File: src/inc/wdt_pkg.sv
// Constants and types shared by the watchdog block
package wdt_pkg;

  // ----------------------------------------------------------------
  // Register map (APB, one aligned word each)
  // ----------------------------------------------------------------
  localparam int         APB_AW    = 8;                       // Address width
  localparam logic [7:0] MODE_IDX  = 8'h0F;                   // Mode register index
  localparam logic [7:0] STAT_IDX  = 8'h10;                   // Status register index
  localparam logic [7:0] MODE_ADDR = {MODE_IDX[5:0], 2'b00};  // Byte address
  localparam logic [7:0] STAT_ADDR = {STAT_IDX[5:0], 2'b00};  // Byte address

  // ----------------------------------------------------------------
  // Mode register fields
  // ----------------------------------------------------------------
  localparam int         MODE_W         = 8;      // Register width
  localparam int         TAP_LSB        = 0;      // Tap select low bit
  localparam int         TAP_MSB        = 1;      // Tap select high bit
  localparam int         HALT_BIT       = 2;      // Count during HALT
  localparam int         STOP_BIT       = 3;      // Count during STOP
  localparam logic [7:0] MODE_USED_MASK = 8'h0F;  // Upper nibble reserved
  localparam logic [7:0] MODE_RST_DEF   = 8'h0D;  // Default after reset

  // ----------------------------------------------------------------
  // Status register bits
  // ----------------------------------------------------------------
  localparam int ST_ENABLED = 0;  // Watchdog running
  localparam int ST_WINDOW  = 1;  // Mode write window open
  localparam int ST_LOCKED  = 2;  // Mode register locked
  localparam int ST_TIMEOUT = 3;  // Sticky: a timeout occurred

  // ----------------------------------------------------------------
  // Timing
  // ----------------------------------------------------------------
  localparam int CLK_PERIOD_NS = 50;         // 20 MHz system clock
  localparam int POR_TIME_NS   = 2_500_000;  // Least reset hold time
  localparam int POR_CYCLES    = (POR_TIME_NS + CLK_PERIOD_NS - 1) / CLK_PERIOD_NS;
  localparam int WINDOW_CRYSTAL_CLOCK   = 120;        // Write window in crystal clocks

  // ----------------------------------------------------------------
  // Counters and types
  // ----------------------------------------------------------------
  localparam int ONESHOT_W = 16;  // One-shot length width
  localparam int CNT_W     = 16;  // Watchdog tick counter width
  typedef logic [CNT_W-1:0]     tick_cnt_t;
  typedef logic [ONESHOT_W-1:0] os_len_t;
  localparam os_len_t   WINDOW_LEN  = os_len_t'(WINDOW_CRYSTAL_CLOCK);
  localparam os_len_t   POR_LEN_DEF = os_len_t'(POR_CYCLES);
  localparam os_len_t   OS_ONE      = 16'h0001;
  localparam tick_cnt_t TICK_ONE    = 16'h0001;
  localparam tick_cnt_t TAP0_DEF    = 16'h0100;  // Tap lengths in RC ticks
  localparam tick_cnt_t TAP1_DEF    = 16'h0200;
  localparam tick_cnt_t TAP2_DEF    = 16'h0400;
  localparam tick_cnt_t TAP3_DEF    = 16'h1000;

  // Flag values delivered to the core on a refresh
  localparam logic REFRESH_Z = 1'b0;
  localparam logic REFRESH_S = 1'b0;
  localparam logic REFRESH_V = 1'b0;

  // Watchdog state, Gray along off -> run -> hold
  typedef enum logic [1:0] {
    WD_OFF  = 2'b00,
    WD_RUN  = 2'b01,
    WD_HOLD = 2'b11
  } wd_state_t;

endpackage

File: src/inc/oneshot_if.sv
// Start, length and status wires of a one-shot timer
`timescale 1ns/1ps
interface oneshot_if
  import wdt_pkg::*;
();
  logic    start;   // Load length, one-cycle pulse
  os_len_t length;  // Cycles to run
  logic    busy;    // High while running
  logic    done;    // Last running cycle

  modport ctl (output start, output length, input busy, input done);
  modport tmr (input start, input length, output busy, output done);
endinterface

File: src/hw/bit_sync.sv
// Two-flop synchroniser for one asynchronous level
`timescale 1ns/1ps
module bit_sync
  import wdt_pkg::*;
(
  input  wire logic clock,
  input  wire logic sys_rst,
  input  wire logic async_in,
  output logic      sync_out
);

  logic meta_q;  // First stage, read only by sync_q
  logic sync_q;  // Second stage, safe to use

  // Only the second stage leaves this module
  always_ff @(posedge clock)
  begin
    if (sys_rst)
    begin
      meta_q <= 1'b0;
      sync_q <= 1'b0;
    end
    else
    begin
      meta_q <= async_in;
      sync_q <= meta_q;
    end
  end

  assign sync_out = sync_q;

endmodule

File: src/hw/oneshot_timer.sv
// Loadable one-shot down counter
`timescale 1ns/1ps
module oneshot_timer
  import wdt_pkg::*;
(
  input  wire logic clock,
  input  wire logic sys_rst,
  oneshot_if.tmr    os
);

  os_len_t left_q;  // Cycles still to run

  // A new start reloads even while running
  always_ff @(posedge clock)
  begin
    if (sys_rst)
      left_q <= '0;
    else if (os.start)
      left_q <= os.length;
    else if (left_q != '0)
      left_q <= left_q - OS_ONE;
  end

  assign os.busy = (left_q != '0);
  assign os.done = (left_q == OS_ONE) && !os.start;

endmodule

File: src/hw/watchdog_unit.sv
// Watchdog timer with lockable mode register on APB
// ------------------------------------------------------------------
// Summary of operation
// Terminal count resets the processor core
// First refresh instruction starts the watchdog
// Later refreshes restart the full count
// Counter advances on RC oscillator ticks
// Refresh updates zero, sign, overflow flags
// Mode bits one and zero pick tap
// Mode bit two: count during HALT
// Mode bit three: count during STOP
// Mode bits seven to four reserved
// Writes accepted for 120 clocks after first instruction
// Locked register ignores writes until requalified
// Mode register reads back as zero
// Mode register decoded at index 0Fh
// Timeout fires the reset hold one-shot
// Tap lengths and defaults are parameters
// ------------------------------------------------------------------
`timescale 1ns/1ps
module watchdog_unit
  import wdt_pkg::*;
#(
  parameter tick_cnt_t   TAP0_TICKS = TAP0_DEF,      // Tap code 00
  parameter tick_cnt_t   TAP1_TICKS = TAP1_DEF,      // Tap code 01
  parameter tick_cnt_t   TAP2_TICKS = TAP2_DEF,      // Tap code 10
  parameter tick_cnt_t   TAP3_TICKS = TAP3_DEF,      // Tap code 11
  parameter logic [7:0]  MODE_RST   = MODE_RST_DEF,  // Mode after reset
  parameter os_len_t     POR_LEN    = POR_LEN_DEF    // Reset hold cycles
)
(
  input  wire logic              clock,
  input  wire logic              sys_rst,
  input  wire logic [APB_AW-1:0] paddr,
  input  wire logic              psel,
  input  wire logic              penable,
  input  wire logic              pwrite,
  input  wire logic [31:0]       pwdata,
  input  wire logic [3:0]        pstrb,
  output logic [31:0]            prdata,
  output logic                   pready,
  output logic                   pslverr,
  input  wire logic              refresh_exec,
  input  wire logic              first_instr,
  input  wire logic              halt_mode,
  input  wire logic              stop_mode,
  input  wire logic              stop_recovery,
  input  wire logic              rc_osc,
  output logic                   core_reset,
  output logic                   flag_we,
  output logic                   flag_z,
  output logic                   flag_s,
  output logic                   flag_v
);

  // ----------------------------------------------------------------
  // Declarations
  // ----------------------------------------------------------------
  wd_state_t  state_q;         // Watchdog state
  wd_state_t  state_d;         // Next state
  tick_cnt_t  count_q;         // RC ticks since start or refresh
  tick_cnt_t  tap_last;        // Last count before timeout
  logic [7:0] mode_q;          // Mode register, write only
  logic       armed_q;         // Waiting for first instruction
  logic       timeout_seen_q;  // Sticky timeout status
  logic       core_reset_q;    // Reset to the core
  logic       flag_we_q;       // Flag write strobe
  logic       flag_z_q;        // Zero flag value
  logic       flag_s_q;        // Sign flag value
  logic       flag_v_q;        // Overflow flag value
  logic [31:0] prdata_q;       // Read data, set in setup phase
  logic       rc_s;            // Synchronised oscillator level
  logic       rc_prev_q;       // Previous oscillator level
  logic       rc_tick;         // One tick per oscillator period
  logic       counting;        // Counter may advance now
  logic       timeout;         // Terminal count reached
  logic       window_open;     // Mode writes accepted
  logic       apb_setup;       // APB setup phase
  logic       apb_access;      // APB access phase
  logic       addr_hit;        // Address is mapped
  logic       wr_mode;         // Mode register write
  logic       wr_stat;         // Status register write
  logic [7:0] open_cnt_q;      // Window length monitor

  oneshot_if por_os ();  // Reset hold timer
  oneshot_if win_os ();  // Write window timer

  // ----------------------------------------------------------------
  // Oscillator tick
  // ----------------------------------------------------------------
  // The RC oscillator is asynchronous, so only its synced level is used
  bit_sync u_rc_sync (
    .clock    (clock),
    .sys_rst  (sys_rst),
    .async_in (rc_osc),
    .sync_out (rc_s)
  );

  // Edge memory for the rising-edge tick
  always_ff @(posedge clock)
  begin
    if (sys_rst)
      rc_prev_q <= 1'b0;
    else
      rc_prev_q <= rc_s;
  end

  assign rc_tick = rc_s && !rc_prev_q;

  // ----------------------------------------------------------------
  // Count gating and tap select
  // ----------------------------------------------------------------
  // Sleep modes stall the count unless their mode bit allows it
  assign counting = rc_tick
                 && !(halt_mode && !mode_q[HALT_BIT])
                 && !(stop_mode && !mode_q[STOP_BIT]);

  // Tap lengths come from parameters since no figures are fixed
  always_comb
  begin
    unique case (mode_q[TAP_MSB:TAP_LSB])
      2'b00: tap_last = TAP0_TICKS - TICK_ONE;
      2'b01: tap_last = TAP1_TICKS - TICK_ONE;
      2'b10: tap_last = TAP2_TICKS - TICK_ONE;
      2'b11: tap_last = TAP3_TICKS - TICK_ONE;
    endcase
  end

  // A refresh in the same cycle wins over the terminal count
  assign timeout = (state_q == WD_RUN) && counting && !refresh_exec
                && (count_q == tap_last);

  // ----------------------------------------------------------------
  // State machine
  // ----------------------------------------------------------------
  // Next state; refresh is ignored while the core is held
  always_comb
  begin
    state_d = state_q;
    unique case (state_q)
      WD_OFF:
        if (refresh_exec)
          state_d = WD_RUN;
      WD_RUN:
        if (timeout)
          state_d = WD_HOLD;
      WD_HOLD:
        if (por_os.done)
          state_d = WD_OFF;
      default:
        state_d = WD_OFF;  // Code 10 is illegal
    endcase
  end

  // State register
  always_ff @(posedge clock)
  begin
    if (sys_rst)
      state_q <= WD_OFF;
    else
      state_q <= state_d;
  end

  // Core reset follows the hold state, from a flop
  always_ff @(posedge clock)
  begin
    if (sys_rst)
      core_reset_q <= 1'b0;
    else
      core_reset_q <= (state_d == WD_HOLD);
  end

  // ----------------------------------------------------------------
  // Tick counter
  // ----------------------------------------------------------------
  // Cleared outside RUN and on every refresh
  always_ff @(posedge clock)
  begin
    if (sys_rst)
      count_q <= '0;
    else if (state_q != WD_RUN || refresh_exec)
      count_q <= '0;
    else if (counting)
      count_q <= count_q + TICK_ONE;
  end

  // ----------------------------------------------------------------
  // Timers
  // ----------------------------------------------------------------
  assign por_os.start  = timeout;
  assign por_os.length = POR_LEN;

  oneshot_timer u_por_timer (
    .clock   (clock),
    .sys_rst (sys_rst),
    .os      (por_os)
  );

  // Window opens at the first instruction after a qualifying event
  assign win_os.start  = armed_q && first_instr;
  assign win_os.length = WINDOW_LEN;
  assign window_open   = win_os.busy;

  oneshot_timer u_win_timer (
    .clock   (clock),
    .sys_rst (sys_rst),
    .os      (win_os)
  );

  // Reset, watchdog reset end and stop recovery re-arm the window
  always_ff @(posedge clock)
  begin
    if (sys_rst)
      armed_q <= 1'b1;
    else if (por_os.done || stop_recovery)
      armed_q <= 1'b1;
    else if (first_instr)
      armed_q <= 1'b0;
  end

  // ----------------------------------------------------------------
  // APB slave
  // ----------------------------------------------------------------
  assign apb_setup  = psel && !penable;
  assign apb_access = psel && penable;
  assign addr_hit   = (paddr == MODE_ADDR) || (paddr == STAT_ADDR);
  assign wr_mode    = apb_access && pwrite && (paddr == MODE_ADDR) && pstrb[0];
  assign wr_stat    = apb_access && pwrite && (paddr == STAT_ADDR) && pstrb[0];

  // Zero wait states; unmapped addresses answer with an error
  assign pready  = 1'b1;
  assign pslverr = apb_access && !addr_hit;
  assign prdata  = prdata_q;

  // Read data is captured in setup so it comes from a flop
  always_ff @(posedge clock)
  begin
    if (sys_rst)
      prdata_q <= '0;
    else if (apb_setup && !pwrite)
    begin
      prdata_q <= '0;
      if (paddr == STAT_ADDR)
      begin
        prdata_q[ST_ENABLED] <= (state_q == WD_RUN);
        prdata_q[ST_WINDOW]  <= window_open;
        prdata_q[ST_LOCKED]  <= !window_open;
        prdata_q[ST_TIMEOUT] <= timeout_seen_q;
      end
    end
  end

  // ----------------------------------------------------------------
  // Mode register
  // ----------------------------------------------------------------
  // A watchdog reset restores defaults; a locked write is dropped
  always_ff @(posedge clock)
  begin
    if (sys_rst)
      mode_q <= MODE_RST & MODE_USED_MASK;
    else if (timeout)
      mode_q <= MODE_RST & MODE_USED_MASK;
    else if (wr_mode && window_open)
      mode_q <= pwdata[MODE_W-1:0] & MODE_USED_MASK;
  end

  // Sticky timeout cause; a new timeout beats a clear
  always_ff @(posedge clock)
  begin
    if (sys_rst)
      timeout_seen_q <= 1'b0;
    else if (timeout)
      timeout_seen_q <= 1'b1;
    else if (wr_stat && pwdata[ST_TIMEOUT])
      timeout_seen_q <= 1'b0;
  end

  // ----------------------------------------------------------------
  // Core flags
  // ----------------------------------------------------------------
  // One strobe per executed refresh, none while held in reset
  always_ff @(posedge clock)
  begin
    if (sys_rst)
    begin
      flag_we_q <= 1'b0;
      flag_z_q  <= 1'b0;
      flag_s_q  <= 1'b0;
      flag_v_q  <= 1'b0;
    end
    else
    begin
      flag_we_q <= refresh_exec && (state_q != WD_HOLD);
      if (refresh_exec && (state_q != WD_HOLD))
      begin
        flag_z_q <= REFRESH_Z;
        flag_s_q <= REFRESH_S;
        flag_v_q <= REFRESH_V;
      end
    end
  end

  assign core_reset = core_reset_q;
  assign flag_we    = flag_we_q;
  assign flag_z     = flag_z_q;
  assign flag_s     = flag_s_q;
  assign flag_v     = flag_v_q;

  // Counts cycles the window has been open since its start
  always_ff @(posedge clock)
  begin
    if (sys_rst || win_os.start)
      open_cnt_q <= '0;
    else if (window_open)
      open_cnt_q <= open_cnt_q + 8'h01;
  end
endmodule

File: config.mk
export PLATFORM = sky130hd
export DESIGN_NAME = watchdog_unit
export DESIGN_NICKNAME = d
export VERILOG_FILES = /design/src/inc/wdt_pkg.sv /design/src/inc/oneshot_if.sv /design/src/hw/bit_sync.sv /design/src/hw/oneshot_timer.sv /design/src/hw/watchdog_unit.sv
export SDC_FILE = /design/constraint.sdc
export NUM_CORES = 1
export LEC_CHECK = 0
export BUFFER_PORTS_ARGS = -buffer_cell sky130_fd_sc_hd__buf_2
export CORE_ASPECT_RATIO = 0.5
export CORE_UTILIZATION = 56
export DETAILED_ROUTE_END_ITERATION = 10
export GPL_ROUTABILITY_DRIVEN = 0
export PLACE_DENSITY = 0.86
export REMOVE_ABC_BUFFERS = 1
export SLEW_MARGIN = 0
export SYNTH_ARGS = -nofsm -noshare
export SYNTH_HDL_FRONTEND = slang
export SYNTH_SLANG_ARGS = --single-unit
File: constraint.sdc
create_clock -name clock -period 3.15 [get_ports clock]
set_clock_uncertainty 0.15 [all_clocks]
set_input_delay 0.63 -clock clock [delete_from_list [all_inputs] [get_ports clock]]
set_output_delay 0.63 -clock clock [all_outputs]
set_load 0.005 [all_outputs]
==> impl_metrics.toml <==
[run_status]
outcome = "finished, final reports clean"

[layout]
layout-drive-gt1-share_pct = 12.6
antenna_cells = 0
layout.nets = 486
area_growth_pct = 10.8
final_util_pct = 65.5
fillers = 452

[yosys]
synth_compound_area_share_pct = 9.29
synthMuxAreaShare_pct = 2.46
ys_seq_area_share_pct = 39.4
ys_dominant_reg_cell = "dfxtp_1"
synth.avg_cell_area_um2 = 8.44
synth_edf_count = 0
yosys.area_share.simple_pct = 29.6
synth_warnings = 0
async_flop_share_pct = 0
ys_ff_latch = 65
synth.largest_area_cell = "dfxtp_1"
netlist_instances = 391
ys_top_cells_by_area = "dfxtp_1 (39%), buf_4 (7.3%), nor2_1 (5.8%), xnor2_1 (4.0%), xor2_1 (4.0%)"
synth_top_family_by_area = "simple AND/OR/NAND/NOR gates"
synthAdderAreaFrac_pct = 1.90
synth_xor_area_share_pct = 7.96
yosysUniqueCellTypes = 47
synth_area_mm2 = 0.00330
yosys.area.top_type_share_pct = 39.4

[worst_setup_path]
cp-end-kind = "output pin"
slowest_stage = "nor4_1"
crit_type = "input pin to output pin"
path_common_cell = "buf_2"
startpoint = "paddr[3]"
crit_chain = "buf_2 > nor4_1 > and2_1 > o21ai_0 > and3_1 > buf_2"
cp.required_ns = 2.37
cpPeakStageDelay_ns = 0.25
worstPathMaxFanout = 3
reg2reg_from = "count_q[13]"
crit_arrival_ns = 1.64
critPathLaunchType = "input pin"

[global_route]
grt_max_degree = 21
grt_pass1_vias = 2411
grt_use_total_pct = 21.2
gr-total-overflow = 0
grt_pass1_wl_mm = 10.5
grt_antenna_before_repair = 0

[clock_tree]
cts_tree = "built"
cts_resized = 0
clkSlewWorstSetupHoldPaths_ns = 0.05
postCtsSetupRepairBufs = 0
cts-root-buf = "clkbuf_16"
h-tree-depth = 3
cts_made_buffers = 9
clock_latency_ns = 0.32
hold_buffers = 0
cts_buffer_depth = 2
cts.sinks = 65

[pwr]
internal-power_mw = 1.90
switching_share_pct = 34.6
worst_ir_drop_vdd_mv = 0.479
total_power_mw = 2.90
powerDensity_mw_per_mm2 = 794
comb_power_share_pct = 34.3
power_switching_mw = 1.01
p_leak_nw = 1.46
pwr-share-seq_pct = 36.7
p_clk_share_pct = 29.0

[routing]
via_per_inst = 5.51
vias = 2764
drt_first_pass_iters = 4
routedWlPerCell_um = 12.3
drt_iter0_markers = 163
wl_mm = 6.16
drc_errors = 0
drtAntennaViolNets = 0

[timing]
min_period_ns = 2.42
setup_viol = 0
drv_slew = 0
maxSlewHeadroom_pct = 58.4
worstMarginPinSlew_ns = 0.619
tns_ns = 0
period_share_pct = 76.9
clock.fmax_mhz = 413
rsz0062_at_grt = "no"
hold_viol = 0

[floorplanning]
initial_utilization_pct = 59.1
ios = 94
die_y_um = 56.3
die-area_mm2 = 0.00622
core_mm2 = 0.00559
die_x_um = 111
rows = 19

[placed_design]
portBuffers = 30
hpwl_mm = 4.28

[worst_hold_path]
worstHoldStart = "u_rc_sync.meta_q"
hold_class = "flop to flop"

[flow_run]
maxCapViolCount = 0
-- synth_stat cells, types with 5 or more instances --
cell type  number
o21ai_0         7
nand3_1        15
nor2_1         51
nand2b_1        6
or3_1           5
nand2_1        31
nand4_1        11
dfxtp_1        65
xor2_1         15
xnor2_1        15
a21oi_1        26
nor2b_1         6
nor4_1          7
nand3b_1        5
inv_1           8
ha_1            5
mux2i_1         7
buf_4          32
clkbuf_1        6
nor3_1         14
-- per-stage QoR --
step / cell area (um^2) / worst slack [ns] / hold slack, ns / cells
2_1_floorplan: 3140 / 0.600 / 0.264 / 381
3_3_place_gp: 3410 / 0.663 / 0.267 / 488
3_5_place_dp: 3410 / 0.645 / 0.273 / 488
4_1_cts: 3660 / 0.747 / 0.284 / 502
5_1_grt: 3660 / 0.680 / 0.316 / 502
6_report: 3660 / 0.726 / 0.280 / 502
-- final cells by class --
type / count / area, um^2 / share of cell area [%]
multi-input combinational: 308 / 1810 / 49.5
sequential: 65 / 1300 / 35.6
clock buffer: 13 / 240 / 6.57
timing repair buffer: 34 / 180 / 4.93
tap: 73 / 91.3 / 2.50
inverter: 8 / 30.0 / 0.821
clock inverter: 1 / 5.00 / 0.137
-- layout by cell type (no fill, tap or decap), types with 6 or more instances in the layout --
master     netlist  layout
buf_2            2      30
o21ai_0          7       7
conb_1           2      32
nor4_1           7       7
nor3_1          14      14
dfxtp_1         65      65
xor2_1          15      15
inv_1            8       8
nand3_1         15      15
nor2b_1          6       6
nand2_1         31      31
xnor2_1         15      15
a21oi_1         26      26
nor2_1          51      51
clkbuf_16        0       9
mux2i_1          7       7
nand4_1         11      11
nand2b_1         6       6
-- power by group through the flow --
| stage | clock network [mW] | registers [mW] | logic, mW |
|---|---|---|---|
| finish | 0.842 | 1.07 | 0.997 |
| global route | 0.899 | 1.08 | 1.11 |
| CTS | 0.857 | 1.06 | 0.994 |
| detailed placement | 0 | 1.08 | 0.984 |
| global placement | 0 | 1.07 | 0.973 |
| floorplan | 0 | 1.05 | 0.821 |
-- layer usage --
metal  up-vias  global-route usage, %  wire [um]
met5         -                      0          0
met4         0                   5.14         70
met3         9                   7.78        300
met2        80                   35.4       2830
met1      1295                   26.4       2950
li1       1380                      -          -
-- state kept, by name (all words and copies together), names as in the netlist, 2 cells and up --
signal              count
state_q                 2
count_q                16
u_win_timer.left_q     16
prdata                  4
u_por_timer.left_q     16
mode_q                  4
-- cell families (layout without fill, tap and decap cells) --
logic type               Yosys count  in the layout
multiplexers                       8              8
buffers and inverters             48             56
adder cells (fa/ha/maj)            5              5
flip-flops                        65             65
XOR/XNOR                          30             30
other                              2             32
AO/OA/AOI/OAI                     51             51
AND/OR/NAND/NOR                  182            182
-- worst max-delay path, delay by kind of cell --
| kind | cells | cell delay [ns] |
|---|---|---|
| simple gates | 3 | 0.68 |
| compound gates | 1 | 0.12 |
| buf+inv | 2 | 0.22 |
-- path summary, 6_finish.rpt --
check | endpoint | cells after the start | slack [ns]
max | pslverr | 6 | 0.73
min | u_rc_sync.sync_out | 1 | 0.28
max reg2reg | armed_q | 5 | 0.84
min reg2reg | u_rc_sync.sync_out | 1 | 0.28
No activity file was read; power rests on OpenSTA's default activity.
